`config.mk`:
```
export PLATFORM = sky130hd
export DESIGN_NAME = bus_driver
export DESIGN_NICKNAME = d
export VERILOG_FILES = /design/src/inc/bus_driver_pkg.sv /design/src/hdl/sync_fifo.sv /design/src/hdl/bus_driver.sv
export SDC_FILE = /design/constraint.sdc
export NUM_CORES = 1
export LEC_CHECK = 0
export BUFFER_PORTS_ARGS = -buffer_cell sky130_fd_sc_hd__buf_2
export CORE_ASPECT_RATIO = 0.9
export CORE_UTILIZATION = 50
export DETAILED_ROUTE_END_ITERATION = 10
export HOLD_SLACK_MARGIN = 0.12
export PLACE_DENSITY = 0.68
export SLEW_MARGIN = 20
export SYNTH_ARGS = -nofsm -noshare
export SYNTH_HDL_FRONTEND = slang
export SYNTH_SLANG_ARGS = --single-unit
```
`constraint.sdc`:
```
create_clock -name clk -period 5.35 [get_ports clk]
set_clock_uncertainty 0.1 [all_clocks]
set_input_delay 0.2675 -clock clk [delete_from_list [all_inputs] [get_ports clk]]
set_output_delay 0.2675 -clock clk [all_outputs]
set_load 0.01 [all_outputs]
```
`src/inc/bus_driver_pkg.sv`:
```
/*
 * Shared constants for the 18-bit latch/flop bus driver and its data FIFO.
 * Assumes one 100 MHz clock. All pin-side inputs are resynchronised inside the top module.
 */
package bus_driver_pkg;

	localparam int DATA_W = 18;
	localparam int FIFO_DEPTH = 8;
	localparam int CLK_PERIOD_NS = 10;

	// control reset values; the storage path itself powers up at zero
	localparam logic [DATA_W-1:0] STORE_RST = 18'h00000;
	localparam logic OE_N_RST = 1'h1;

	// packing of the synchronised pin vector
	localparam int SYNC_W = 2 * DATA_W + 3;
	localparam int DATA_LSB = 0;
	localparam int DRIVEN_LSB = DATA_W;
	localparam int TRANS_BIT = 2 * DATA_W;
	localparam int CAPCLK_BIT = 2 * DATA_W + 1;
	localparam int OEN_BIT = 2 * DATA_W + 2;

endpackage : bus_driver_pkg

```
`src/hdl/sync_fifo.sv`:
```
/*
 * Synchronous FIFO with valid/ready on both sides; width and depth are parameters.
 * Assumes a single clock and an active-high asynchronous reset; depth is a power of two.
 */
`timescale 1ns/1ps

module sync_fifo #(
	parameter int WIDTH = 18,
	parameter int DEPTH = 8
) (
	input wire logic clk,
	input wire logic rst,
	input wire logic in_valid,
	output logic in_ready,
	input wire logic [WIDTH-1:0] in_data,
	output logic out_valid,
	input wire logic out_ready,
	output logic [WIDTH-1:0] out_data
);

	localparam int AW = $clog2(DEPTH);

	logic [WIDTH-1:0] mem [DEPTH];
	logic [AW:0] wr_ptr_reg;
	logic [AW:0] wr_ptr_next;
	logic [AW:0] rd_ptr_reg;
	logic [AW:0] rd_ptr_next;
	logic push;
	logic pop;
	logic full;
	logic empty;

	// extra pointer bit tells full from empty
	assign empty = (wr_ptr_reg == rd_ptr_reg);
	assign full = (wr_ptr_reg[AW] != rd_ptr_reg[AW]) && (wr_ptr_reg[AW-1:0] == rd_ptr_reg[AW-1:0]);
	assign in_ready = !full;
	assign out_valid = !empty;
	assign out_data = mem[rd_ptr_reg[AW-1:0]];
	assign push = in_valid && !full;
	assign pop = out_ready && !empty;

	always_comb begin
		wr_ptr_next = wr_ptr_reg;
		rd_ptr_next = rd_ptr_reg;
		if (push) begin
			wr_ptr_next = wr_ptr_reg + (AW+1)'(1);
		end
		if (pop) begin
			rd_ptr_next = rd_ptr_reg + (AW+1)'(1);
		end
	end

	always_ff @(posedge clk or posedge rst) begin
		if (rst) begin
			wr_ptr_reg <= '0;
			rd_ptr_reg <= '0;
		end else begin
			wr_ptr_reg <= wr_ptr_next;
			rd_ptr_reg <= rd_ptr_next;
		end
	end

	// storage needs no reset; pointers decide what is valid
	always_ff @(posedge clk) begin
		if (push) begin
			mem[wr_ptr_reg[AW-1:0]] <= in_data;
		end
	end

endmodule : sync_fifo

```
`src/hdl/bus_driver.sv`:
```
/*
 * 18-bit bus driver: per-bit storage that is a transparent latch or a rising-edge flop,
 * feeding three-state outputs through an 8-word FIFO.
 * Assumes every pin input is asynchronous to clk; the capture clock pin is sampled, not used
 * as a clock, so its edges must be wider than one clk period to be seen.
 */
`timescale 1ns/1ps

// How it works
// output enable high releases every output bit, except in the first two cycles after reset, while the synchronised enable still reads low.
// transparent control high makes stored bits follow the inputs continuously.
// transparent low and steady capture clock keeps the stored prior level.
// transparent low captures all inputs on each capture clock rising edge.
// eighteen independent bits sharing one enable, transparent control and clock.
// undriven input bits hold their last valid level, never unknown.
// output enable gates only the drivers; storage keeps updating.
module bus_driver (
	input wire logic clk,
	input wire logic rst,
	input wire logic [bus_driver_pkg::DATA_W-1:0] data_in,
	input wire logic [bus_driver_pkg::DATA_W-1:0] data_driven,
	input wire logic transparent_ctl,
	input wire logic cap_clk,
	input wire logic out_en_n,
	input wire logic sink_ready,
	output logic [bus_driver_pkg::DATA_W-1:0] bus_out,
	output logic [bus_driver_pkg::DATA_W-1:0] bus_oe_n
);

	localparam int W = bus_driver_pkg::DATA_W;
	localparam int SW = bus_driver_pkg::SYNC_W;

	// ---- pin synchroniser ----
	logic [SW-1:0] pins;
	logic [SW-1:0] meta_reg;
	logic [SW-1:0] meta_next;
	logic [SW-1:0] sync_reg;
	logic [SW-1:0] sync_next;

	assign pins = {out_en_n, cap_clk, transparent_ctl, data_driven, data_in};

	always_comb begin
		meta_next = pins;
		sync_next = meta_reg;
	end

	// first stage is read only by the second
	always_ff @(posedge clk or posedge rst) begin
		if (rst) begin
			meta_reg <= '0;
			sync_reg <= '0;
		end else begin
			meta_reg <= meta_next;
			sync_reg <= sync_next;
		end
	end

	logic [W-1:0] data_s;
	logic [W-1:0] driven_s;
	logic trans_s;
	logic capclk_s;
	logic en_n_s;

	assign data_s = sync_reg[bus_driver_pkg::DATA_LSB +: W];
	assign driven_s = sync_reg[bus_driver_pkg::DRIVEN_LSB +: W];
	assign trans_s = sync_reg[bus_driver_pkg::TRANS_BIT];
	assign capclk_s = sync_reg[bus_driver_pkg::CAPCLK_BIT];
	assign en_n_s = sync_reg[bus_driver_pkg::OEN_BIT];

	// ---- capture clock edge detect ----
	logic capclk_prev_reg;
	logic capclk_prev_next;
	logic cap_edge;

	assign cap_edge = capclk_s && !capclk_prev_reg;

	always_comb begin
		capclk_prev_next = capclk_s;
	end

	always_ff @(posedge clk or posedge rst) begin
		if (rst) begin
			capclk_prev_reg <= 1'h0;
		end else begin
			capclk_prev_reg <= capclk_prev_next;
		end
	end

	// ---- bus hold and per-bit storage ----
	logic [W-1:0] held_reg;
	logic [W-1:0] held_next;
	logic [W-1:0] store_reg;
	logic [W-1:0] store_next;
	logic load;

	// transparent wins; a clock edge while transparent changes nothing extra
	assign load = trans_s || cap_edge;

	genvar i;
	generate
		for (i = 0; i < W; i++) begin : g_bit
			always_comb begin
				held_next[i] = driven_s[i] ? data_s[i] : held_reg[i];
				store_next[i] = load ? held_reg[i] : store_reg[i];
			end
		end
	endgenerate

	// storage ignores the output enable on purpose
	always_ff @(posedge clk or posedge rst) begin
		if (rst) begin
			held_reg <= bus_driver_pkg::STORE_RST;
			store_reg <= bus_driver_pkg::STORE_RST;
		end else begin
			held_reg <= held_next;
			store_reg <= store_next;
		end
	end

	// ---- hand-off into the fifo ----
	// a change found while the fifo is full waits; only the newest value is sent
	logic pending_reg;
	logic pending_next;
	logic fifo_in_ready;
	logic fifo_out_valid;
	logic [W-1:0] fifo_out_data;
	logic pop;

	// one decode for "storage moved", shared by the hand-off and its checks
	function automatic logic word_moved(
		input logic [W-1:0] now_word,
		input logic [W-1:0] was_word
	);
		return now_word != was_word;
	endfunction : word_moved

	always_comb begin
		pending_next = pending_reg && !fifo_in_ready;
		if (word_moved(store_next, store_reg)) begin
			pending_next = 1'h1;
		end
	end

	always_ff @(posedge clk or posedge rst) begin
		if (rst) begin
			pending_reg <= 1'h0;
		end else begin
			pending_reg <= pending_next;
		end
	end

	sync_fifo #(
		.WIDTH(bus_driver_pkg::DATA_W),
		.DEPTH(bus_driver_pkg::FIFO_DEPTH)
	) u_fifo (
		.clk(clk),
		.rst(rst),
		.in_valid(pending_reg),
		.in_ready(fifo_in_ready),
		.in_data(store_reg),
		.out_valid(fifo_out_valid),
		.out_ready(sink_ready),
		.out_data(fifo_out_data)
	);

	assign pop = fifo_out_valid && sink_ready;

	// ---- output stage ----
	logic [W-1:0] prior_level_reg;
	logic [W-1:0] prior_level_next;
	logic [W-1:0] oe_n_reg;
	logic [W-1:0] oe_n_next;

	always_comb begin
		prior_level_next = pop ? fifo_out_data : prior_level_reg;
		oe_n_next = {W{en_n_s}};
	end

	always_ff @(posedge clk or posedge rst) begin
		if (rst) begin
			prior_level_reg <= bus_driver_pkg::STORE_RST;
			oe_n_reg <= {W{bus_driver_pkg::OE_N_RST}};
		end else begin
			prior_level_reg <= prior_level_next;
			oe_n_reg <= oe_n_next;
		end
	end

	assign bus_out = prior_level_reg;
	assign bus_oe_n = oe_n_reg;
endmodule : bus_driver

```
; Yosys cells after proc, flatten, opt, wreduce, memory -nomap -nowiden
; Memories as Yosys holds them, arrays and structs flattened. A register that Yosys moved wholly into a read port is not among the register bits.
; Index checks and enable logic that the tools add are counted.
[word_totals]
ff_bits = 125
latchBits = 0
mem_bits_rw = 144
mem_bits_ro = 0
input_bits = 42
out_inout_bits = 36
word_cells = 63
mem_count = 1
[op_classes]
addsub = 2
n_mul = 0
n_div = 0
order_cmp = 0
n_eq_ne = 4
shift = 0
mux = 21
n_bitwise = 0
n_reduce_logical = 9
[mem_list]
columns = memory, depth, width, read_ports, rd_ports_with_merged_regs, write_ports, line
row1 = u_fifo.mem, 8, 18, 1, 1, 1, sync_fifo.sv:23  ; logic [WIDTH-1:0] mem [DEPTH];
[op_table]
columns = operator, count
row1 = 1-bit two-way mux, 21
row2 = 18-bit != test, 1
row3 = 4-bit by 1-bit adder with 4-bit output (second input constant), 2
row4 = 1-bit logical AND, 5
row5 = 4-bit equality test, 1
row6 = 3-bit equality test, 1
row7 = 1-bit logical NOT, 3
row8 = 1-bit logical OR, 1
row9 = 1-bit != test, 1

; Depth between registers and ports, before layout
; Gate-level depths: netlist of run 1.
[logic_depth]
depth_word = 6
mapped_depth = 6
mapped_depth_nobuf = 4

; Hierarchy
; Synthesis of run 1 repeated with hierarchy kept, for this count alone.
[hier_totals]
cells_unflattened = 507
hier_area_um2 = 10470.0
[modules_own_cells]
columns = module, instances, cells_per_inst, area_each_um2, seq_area_each_um2
row1 = sync_fifo, 1, 269, 6055.8, 4524.3
row2 = bus_driver, 1, 238, 4414.2, 3379.5

; Least setup slack after synthesis of run 1
; OpenSTA, ideal clock, no wires.
[synth_path]
path_kind = reg2reg
from = reg u_fifo.rd_ptr_reg[0]
to = mem u_fifo.mem[0][0], enable pin
arrival_ps = 2379
path_slack_ps = 2456
path_stages_with_launch = 5
synth_period_minus_slack_ps = 2894
cell_sequence = dfrtp_1 xor2_1 or4_4 nand3_1 nor3_1
[synth_via]
elab_chain_cells = 6
[synth_lines]
columns = item, line
row1 = from (decl), sync_fifo.sv:26  ; logic [AW:0] rd_ptr_reg;
row2 = from (signal assigned), sync_fifo.sv:59  ; rd_ptr_reg <= rd_ptr_next;
row3 = 3-bit equality test, sync_fifo.sv:35  ; assign full = (wr_ptr_reg[AW] != rd_ptr_reg[AW]) && (wr_ptr_reg[AW-1:0] == rd_ptr_reg[AW-1:0]);
row4 = 1-bit logical AND, sync_fifo.sv:35
row5 = 1-bit logical NOT, --
row6 = 1-bit logical AND, sync_fifo.sv:39  ; assign push = in_valid && !full;
row7 = 1-bit two-way mux, sync_fifo.sv:65  ; if (push) begin
row8 = 1-bit two-way mux (not written as such), sync_fifo.sv:66  ; mem[wr_ptr_reg[AW-1:0]] <= in_data;
row9 = to (decl), sync_fifo.sv:23
; No other way between the ends.

; Final worst setup path of run 1
[layout_path]
from = reg u_fifo.rd_ptr_reg[0]
to = mem u_fifo.mem[6][5], enable pin
; The elaborated chain is that of the path after synthesis.

==> results of run 1 <==
worst paths after layout:
check / startpoint / to / cells after the start
max: u_fifo.rd_ptr_reg[0]$_DFFE_PP0P_ / u_fifo.mem[6][5]$_DFFE_PP_ / 5
min: meta_reg[4]$_DFF_PP0_ / sync_reg[4]$_DFF_PP0_ / 0
min reg2reg: meta_reg[4]$_DFF_PP0_ / sync_reg[4]$_DFF_PP0_ / 0
max reg2reg: u_fifo.rd_ptr_reg[0]$_DFFE_PP0P_ / u_fifo.mem[6][5]$_DFFE_PP_ / 5
min in group asynchronous: rst / meta_reg[7]$_DFF_PP0_ / 3
max in group asynchronous: rst / bus_out[14]$_DFFE_PP0P_ / 4
cells in the final DEF (no fill, tap or decap), drive strengths merged:
cell type	n
or3	2
ha	2
a2111oi	1
nor3	2
a21oi	1
or4	1
nor2	8
edfxtp	144
o21ai	18
xor2	18
nand3	4
nor2b	3
dfrtp	142
o41ai	2
nand2	21
a41oi	1
clkbuf	39
bufinv	3
buf	86
mux4	36
mux2i	18
xnor2	6
a31oi	1
o2111a	1
clkinv	7
nand2b	5
clkinvlp	1
dlygate4sd3	40
nor4	3
inv	8
mux2	38
dfstp	1
final cells by class:
type / instances / area (um^2) / share of cell area, %
Sequential cell: 287 / 7905 / 64.77
Inverter: 7 / 31.28 / 0.2563
Timing Repair Buffer: 126 / 853.3 / 6.992
Multi-Input combinational cell: 192 / 2108 / 17.27
Clock inverter: 12 / 138.9 / 1.138
Tap cell: 255 / 319.1 / 2.614
Clock buffer: 39 / 848.3 / 6.951
per-layer routing:
metal / wire [um] / vias to the layer above / track usage, %
li1: - / 2158 / -
met2: 7585 / 116 / 25.71
met1: 7649 / 2362 / 24.36
met5: 0 / - / 0
met4: 437 / 0 / 5.051
met3: 740 / 33 / 2.485
power breakdown:
| part | switching [mW] | internal [mW] | total, mW |
|---|---|---|---|
| clock network | 0.779 | 1.25 | 2.03 |
| registers | 0.230 | 2.87 | 3.10 |
| logic | 0.792 | 0.661 | 1.45 |
| total | 1.80 | 4.78 | 6.58 |
per-stage QoR:
stage | total power [mW] | instance area (um^2) | setup slack [ns] | std cells
final | 6.579 | 12200 | 2.210 | 918
after global routing | 6.912 | 12200 | 1.978 | 918
after CTS | 6.662 | 12200 | 2.156 | 918
after detailed placement | 4.599 | 10820 | 2.154 | 827
after global placement | 4.526 | 10820 | 2.272 | 827
after floorplan | 4.153 | 10250 | 1.146 | 521
cells in the mapped netlist, drive strengths merged, types with 4 or more instances:
master / instances
buf: 32
nand2b: 5
xnor2: 6
mux2i: 18
inv: 7
mux4: 36
nand3: 4
nor2: 8
nand2: 21
xor2: 18
mux2: 38
o21ai: 18
edfxtp: 144
dfrtp: 142
cells by family after synthesis:
family	Yosys count
and+or+nand+nor	49
adders and majority gates	2
DFF	287
AOI/OAI and AO/OA	25
buffers and inverters	42
muxes	92
xor gates and xnor gates	24
==> results.ini, run 1 <==
[finish]
layout-drive-gt1-share_pct=33.18
final_util_pct=60.88
fill_cells=1398
antenna_cells=0
final_nets=686
largest_reg_flops=144
areaGrowthSynthToFinish_pct=19.11

[grt]
grt_max_degree=80
antenna_found_initial=0
grt_overflow=0
grt_pass1_vias=4800
grt_use_total_pct=16.50
grt_pass1_wl_um=26320

[setup_path]
startpoint_type=flop
path_cells=buf_4, xor2_1, or4_4, nand3_1, nor2_2
crit_family=simple AND/OR/NAND/NOR gates
cpPeakStageDelay_ns=0.82
reg2reg_slack_ns=2.21
crit_type=reg -> reg
worstPathRequired_ns=5.39
worst_path_max_delay_cell=nor2_2
crit_buf_inv=1
path_max_fanout=40
crit_arrival_ns=3.18
crit_path_end_kind=flop

[timing]
fin_crit_ns=3.140
final_max_slew_viol_count=0
rsz0062_at_grt=no
tightest_slew_ns=1.070
setup_viol=0
final_hold_viol_count=0
slew_headroom_pct=28.64
hold_slack_ns=0.2467
fmax_mhz=318.5
setup_tns_ns=0
period_share_pct=58.69

[synth]
synthFlopType=edfxtp_1
syn_inst=521
synth_xor_area_share_pct=2.271
synth_edf_count=144
synth_fa_ha_area_share_pct=0.2442
avgSynthCellArea_um2=19.67
async_reset_ff_share_pct=49.83
syn_area_um2=10250
yosysSeqAreaShare_pct=77.14
yosysTopAreaCell=edfxtp_1
synth-seq-cells=287
synthesis.nets=565
synth_area_leaders=edfxtp_1 42%, dfrtp_1 35%, mux4_2 7.9%
synth_top_family_by_area=multiplexers
synth_cell_types=36
synth-compound-area-share_pct=1.697
synth_top_area_share_pct=42.20
synth_simple_gate_area_share_pct=2.308
muxShareOfSynthArea_pct=13.85
ys_warn_count=0

[clock_tree]
hold_buffers=40
postCtsSetupRepairBufs=0
numCtsBuffers=28
h-tree-depth=1
insertion_delay_ns=0.53
cts.repair.resized=0
cts_buffer_depth=3
cts_tree=built
clock_sinks=287
root_buffer=clkbuf_16
cts.reportedPaths.clkPinSlew_ns=0.06

[floorplanning]
rows=49
die_area_um2=21070
die_h_um=137.8
ios=78
core_um2=20050
start_util_pct=51.11
die_width_um=152.9

[power_and_ir_drop]
irDropWorstVdd_mv=0.2813
leakage_nw=4.790
power.density_nw_per_um2=539.1

[place]
hpwlAfterDp_um=10030
globalplace.congestion=0.8173
numPortBuffers=77

[drt]
viasPerCell=5.086
drc=0
drt_pass1_iterations=4
ant_nets=0
num_vias=4669
drt_iter0_markers=344
wire_per_inst_um=17.88
wl_um=16410

[worst_hold_path]
hold_path.class=reg -> reg

[outcome]
outcome=completed

[run]
maxCapViolCount=0

Power figures use the tool's default switching activity.
==> inputs of run 2 (changes only) <==
PLACE_DENSITY = 0.71   (was 0.68)
clock period = 2.7 ns   (was 5.35 ns; I/O delays follow)
==> results.ini, run 2 (same netlist as run 1, synthesis figures left out) <==
[drt]
viasPerCell=5.097
ant_nets=0
drt_pass1_iterations=6
drc=0
wl_um=16610
drt_iter0_markers=283
num_vias=4852
wire_per_inst_um=17.44

[grt]
grt_pass1_vias=5068
antenna_found_initial=0
grt_use_total_pct=16.78
grt_overflow=0
grt_max_degree=144
grt_pass1_wl_um=26730

[finish]
final_cell_count_no_fill=952
multi_input_area_um2=2102
antenna_cells=0
layout_commonest_cell=edfxtp_1
layout-drive-gt1-share_pct=31.56
final_nets=719
fill_cells=1420
final_util_pct=61.89
largest_reg_flops=144
regArea_um2=7905
most-common-layout-cells=144 x edfxtp_1, 141 x dfrtp_1, 77 x buf_2, 66 x dlygate4sd3_1, 37 x mux2_2
areaGrowthSynthToFinish_pct=21.10

[setup_path]
crit_arrival_ns=2.60
startpoint_type=flop
crit_type=reg -> reg
worstPathRequired_ns=2.83
path_cells=xor2_1, or4_4, nand3_1, nor2_2, buf_4
worst_path_max_delay_cell=nor2_2
path_max_fanout=10
crit_path_end_kind=flop
cpPeakStageDelay_ns=0.49

[timing]
period_share_pct=91.65
slew_headroom_pct=45.31
final_max_slew_viol_count=0
fmax_mhz=404.1
setup_viol=0
hold_slack_ns=0.1345
fin_crit_ns=2.474
setup_tns_ns=0
final_hold_viol_count=0
tightest_slew_ns=0.8175
rsz0062_at_grt=no

[floorplanning]
rows=49
die_h_um=137.8
ios=78
die_area_um2=21070
start_util_pct=51.11
core_um2=20050
die_width_um=152.9

[clock_tree]
cts.reportedPaths.clkPinSlew_ns=0.07
numCtsBuffers=28
insertion_delay_ns=0.54
clock_sinks=287
h-tree-depth=1
cts_buffer_depth=3
cts_tree=built
root_buffer=clkbuf_16

[power_and_ir_drop]
p_comb_share_pct=23.3
power.density_nw_per_um2=1019
seqPwrFrac_pct=48.5
intPower_mw=9.092
clkPwrFrac_pct=28.2
irDropWorstVdd_mv=0.6615
leakage_nw=4.872
switching_power_mw=3.551
swShare_pct=28.09

[worst_hold_path]
hold_path.class=in -> reg

[place]
globalplace.congestion=0.7761
hpwlAfterDp_um=10130
numPortBuffers=77
post-place-cells=834

[outcome]
outcome=completed

[run]
maxCapViolCount=0

## run 2: what timing repair did
action                                  CTS  global route
setup buffers                             0             0
hold endpoints to repair                191             0
gates resized for setup                   0             2
endpoints found under the setup margin    0            20
hold buffers                             66             0
## run 2: power groups by stage
| stage | registers [mW] | logic [mW] | clock network, mW |
|---|---|---|---|
| CTS | 6.15 | 3.01 | 3.64 |
| global placement | 6.16 | 2.86 | 0 |
| detailed placement | 6.23 | 2.93 | 0 |
| finish | 6.13 | 2.95 | 3.56 |
| global route | 6.24 | 3.25 | 3.82 |
| floorplan | 6.12 | 2.11 | 0 |
## run 2: per-layer routing
metal | global-route usage [%] | routed length, um | vias to the layer above
li1 | - | - | 2239
met1 | 23.09 | 7579 | 2486
met2 | 28.19 | 8043 | 106
met3 | 2.517 | 650 | 21
met4 | 5.051 | 333 | 0
met5 | 0 | 0 | -
## run 2: worst max-delay path, delay by kind of cell, from the launching register on
kind / cells / cell delay, ns
flops: 1 / 0.45
xor+xnor: 1 / 0.38
buf+inv: 1 / 0.28
simple gates: 3 / 0.95
## run 2: layout make-up
type                            instances  area share [%]
Clock buffer                           41           6.363
Clock inverter                         11          0.5748
Inverter                                7          0.2420
Multi-Input combinational cell        192           16.94
Sequential cell                       287           63.71
Tap cell                              255           2.571
Timing Repair Buffer                  159           9.600
## run 2: worst paths after layout
check | start | end | slack [ns] | cells past startpoint
worst min register to register | meta_reg[18]$_DFF_PP0_ | sync_reg[18]$_DFF_PP0_ | 0.24 | 0
worst max-delay path | u_fifo.wr_ptr_reg[0]$_DFFE_PP0P_ | u_fifo.mem[6][11]$_DFFE_PP_ | 0.23 | 5
worst min-delay path | data_driven[16] | meta_reg[34]$_DFF_PP0_ | 0.13 | 2
worst max register to register | u_fifo.wr_ptr_reg[0]$_DFFE_PP0P_ | u_fifo.mem[6][11]$_DFFE_PP_ | 0.23 | 5
max in group asynchronous | rst | u_fifo.rd_ptr_reg[0]$_DFFE_PP0P_ | 1.66 | 4
min in group asynchronous | rst | meta_reg[14]$_DFF_PP0_ | 0.26 | 4
## run 2: metrics by stage
stage | setup slack (ns) | area, um^2 | total power, mW
final | 0.2256 | 12410 | 12.64
after floorplan | 0.2799 | 10260 | 8.237
after global placement | 0.2028 | 10880 | 9.019
after CTS | 0.009117 | 12400 | 12.79
after global routing | 0.06417 | 12410 | 13.30
after detailed placement | 0.01647 | 10880 | 9.161
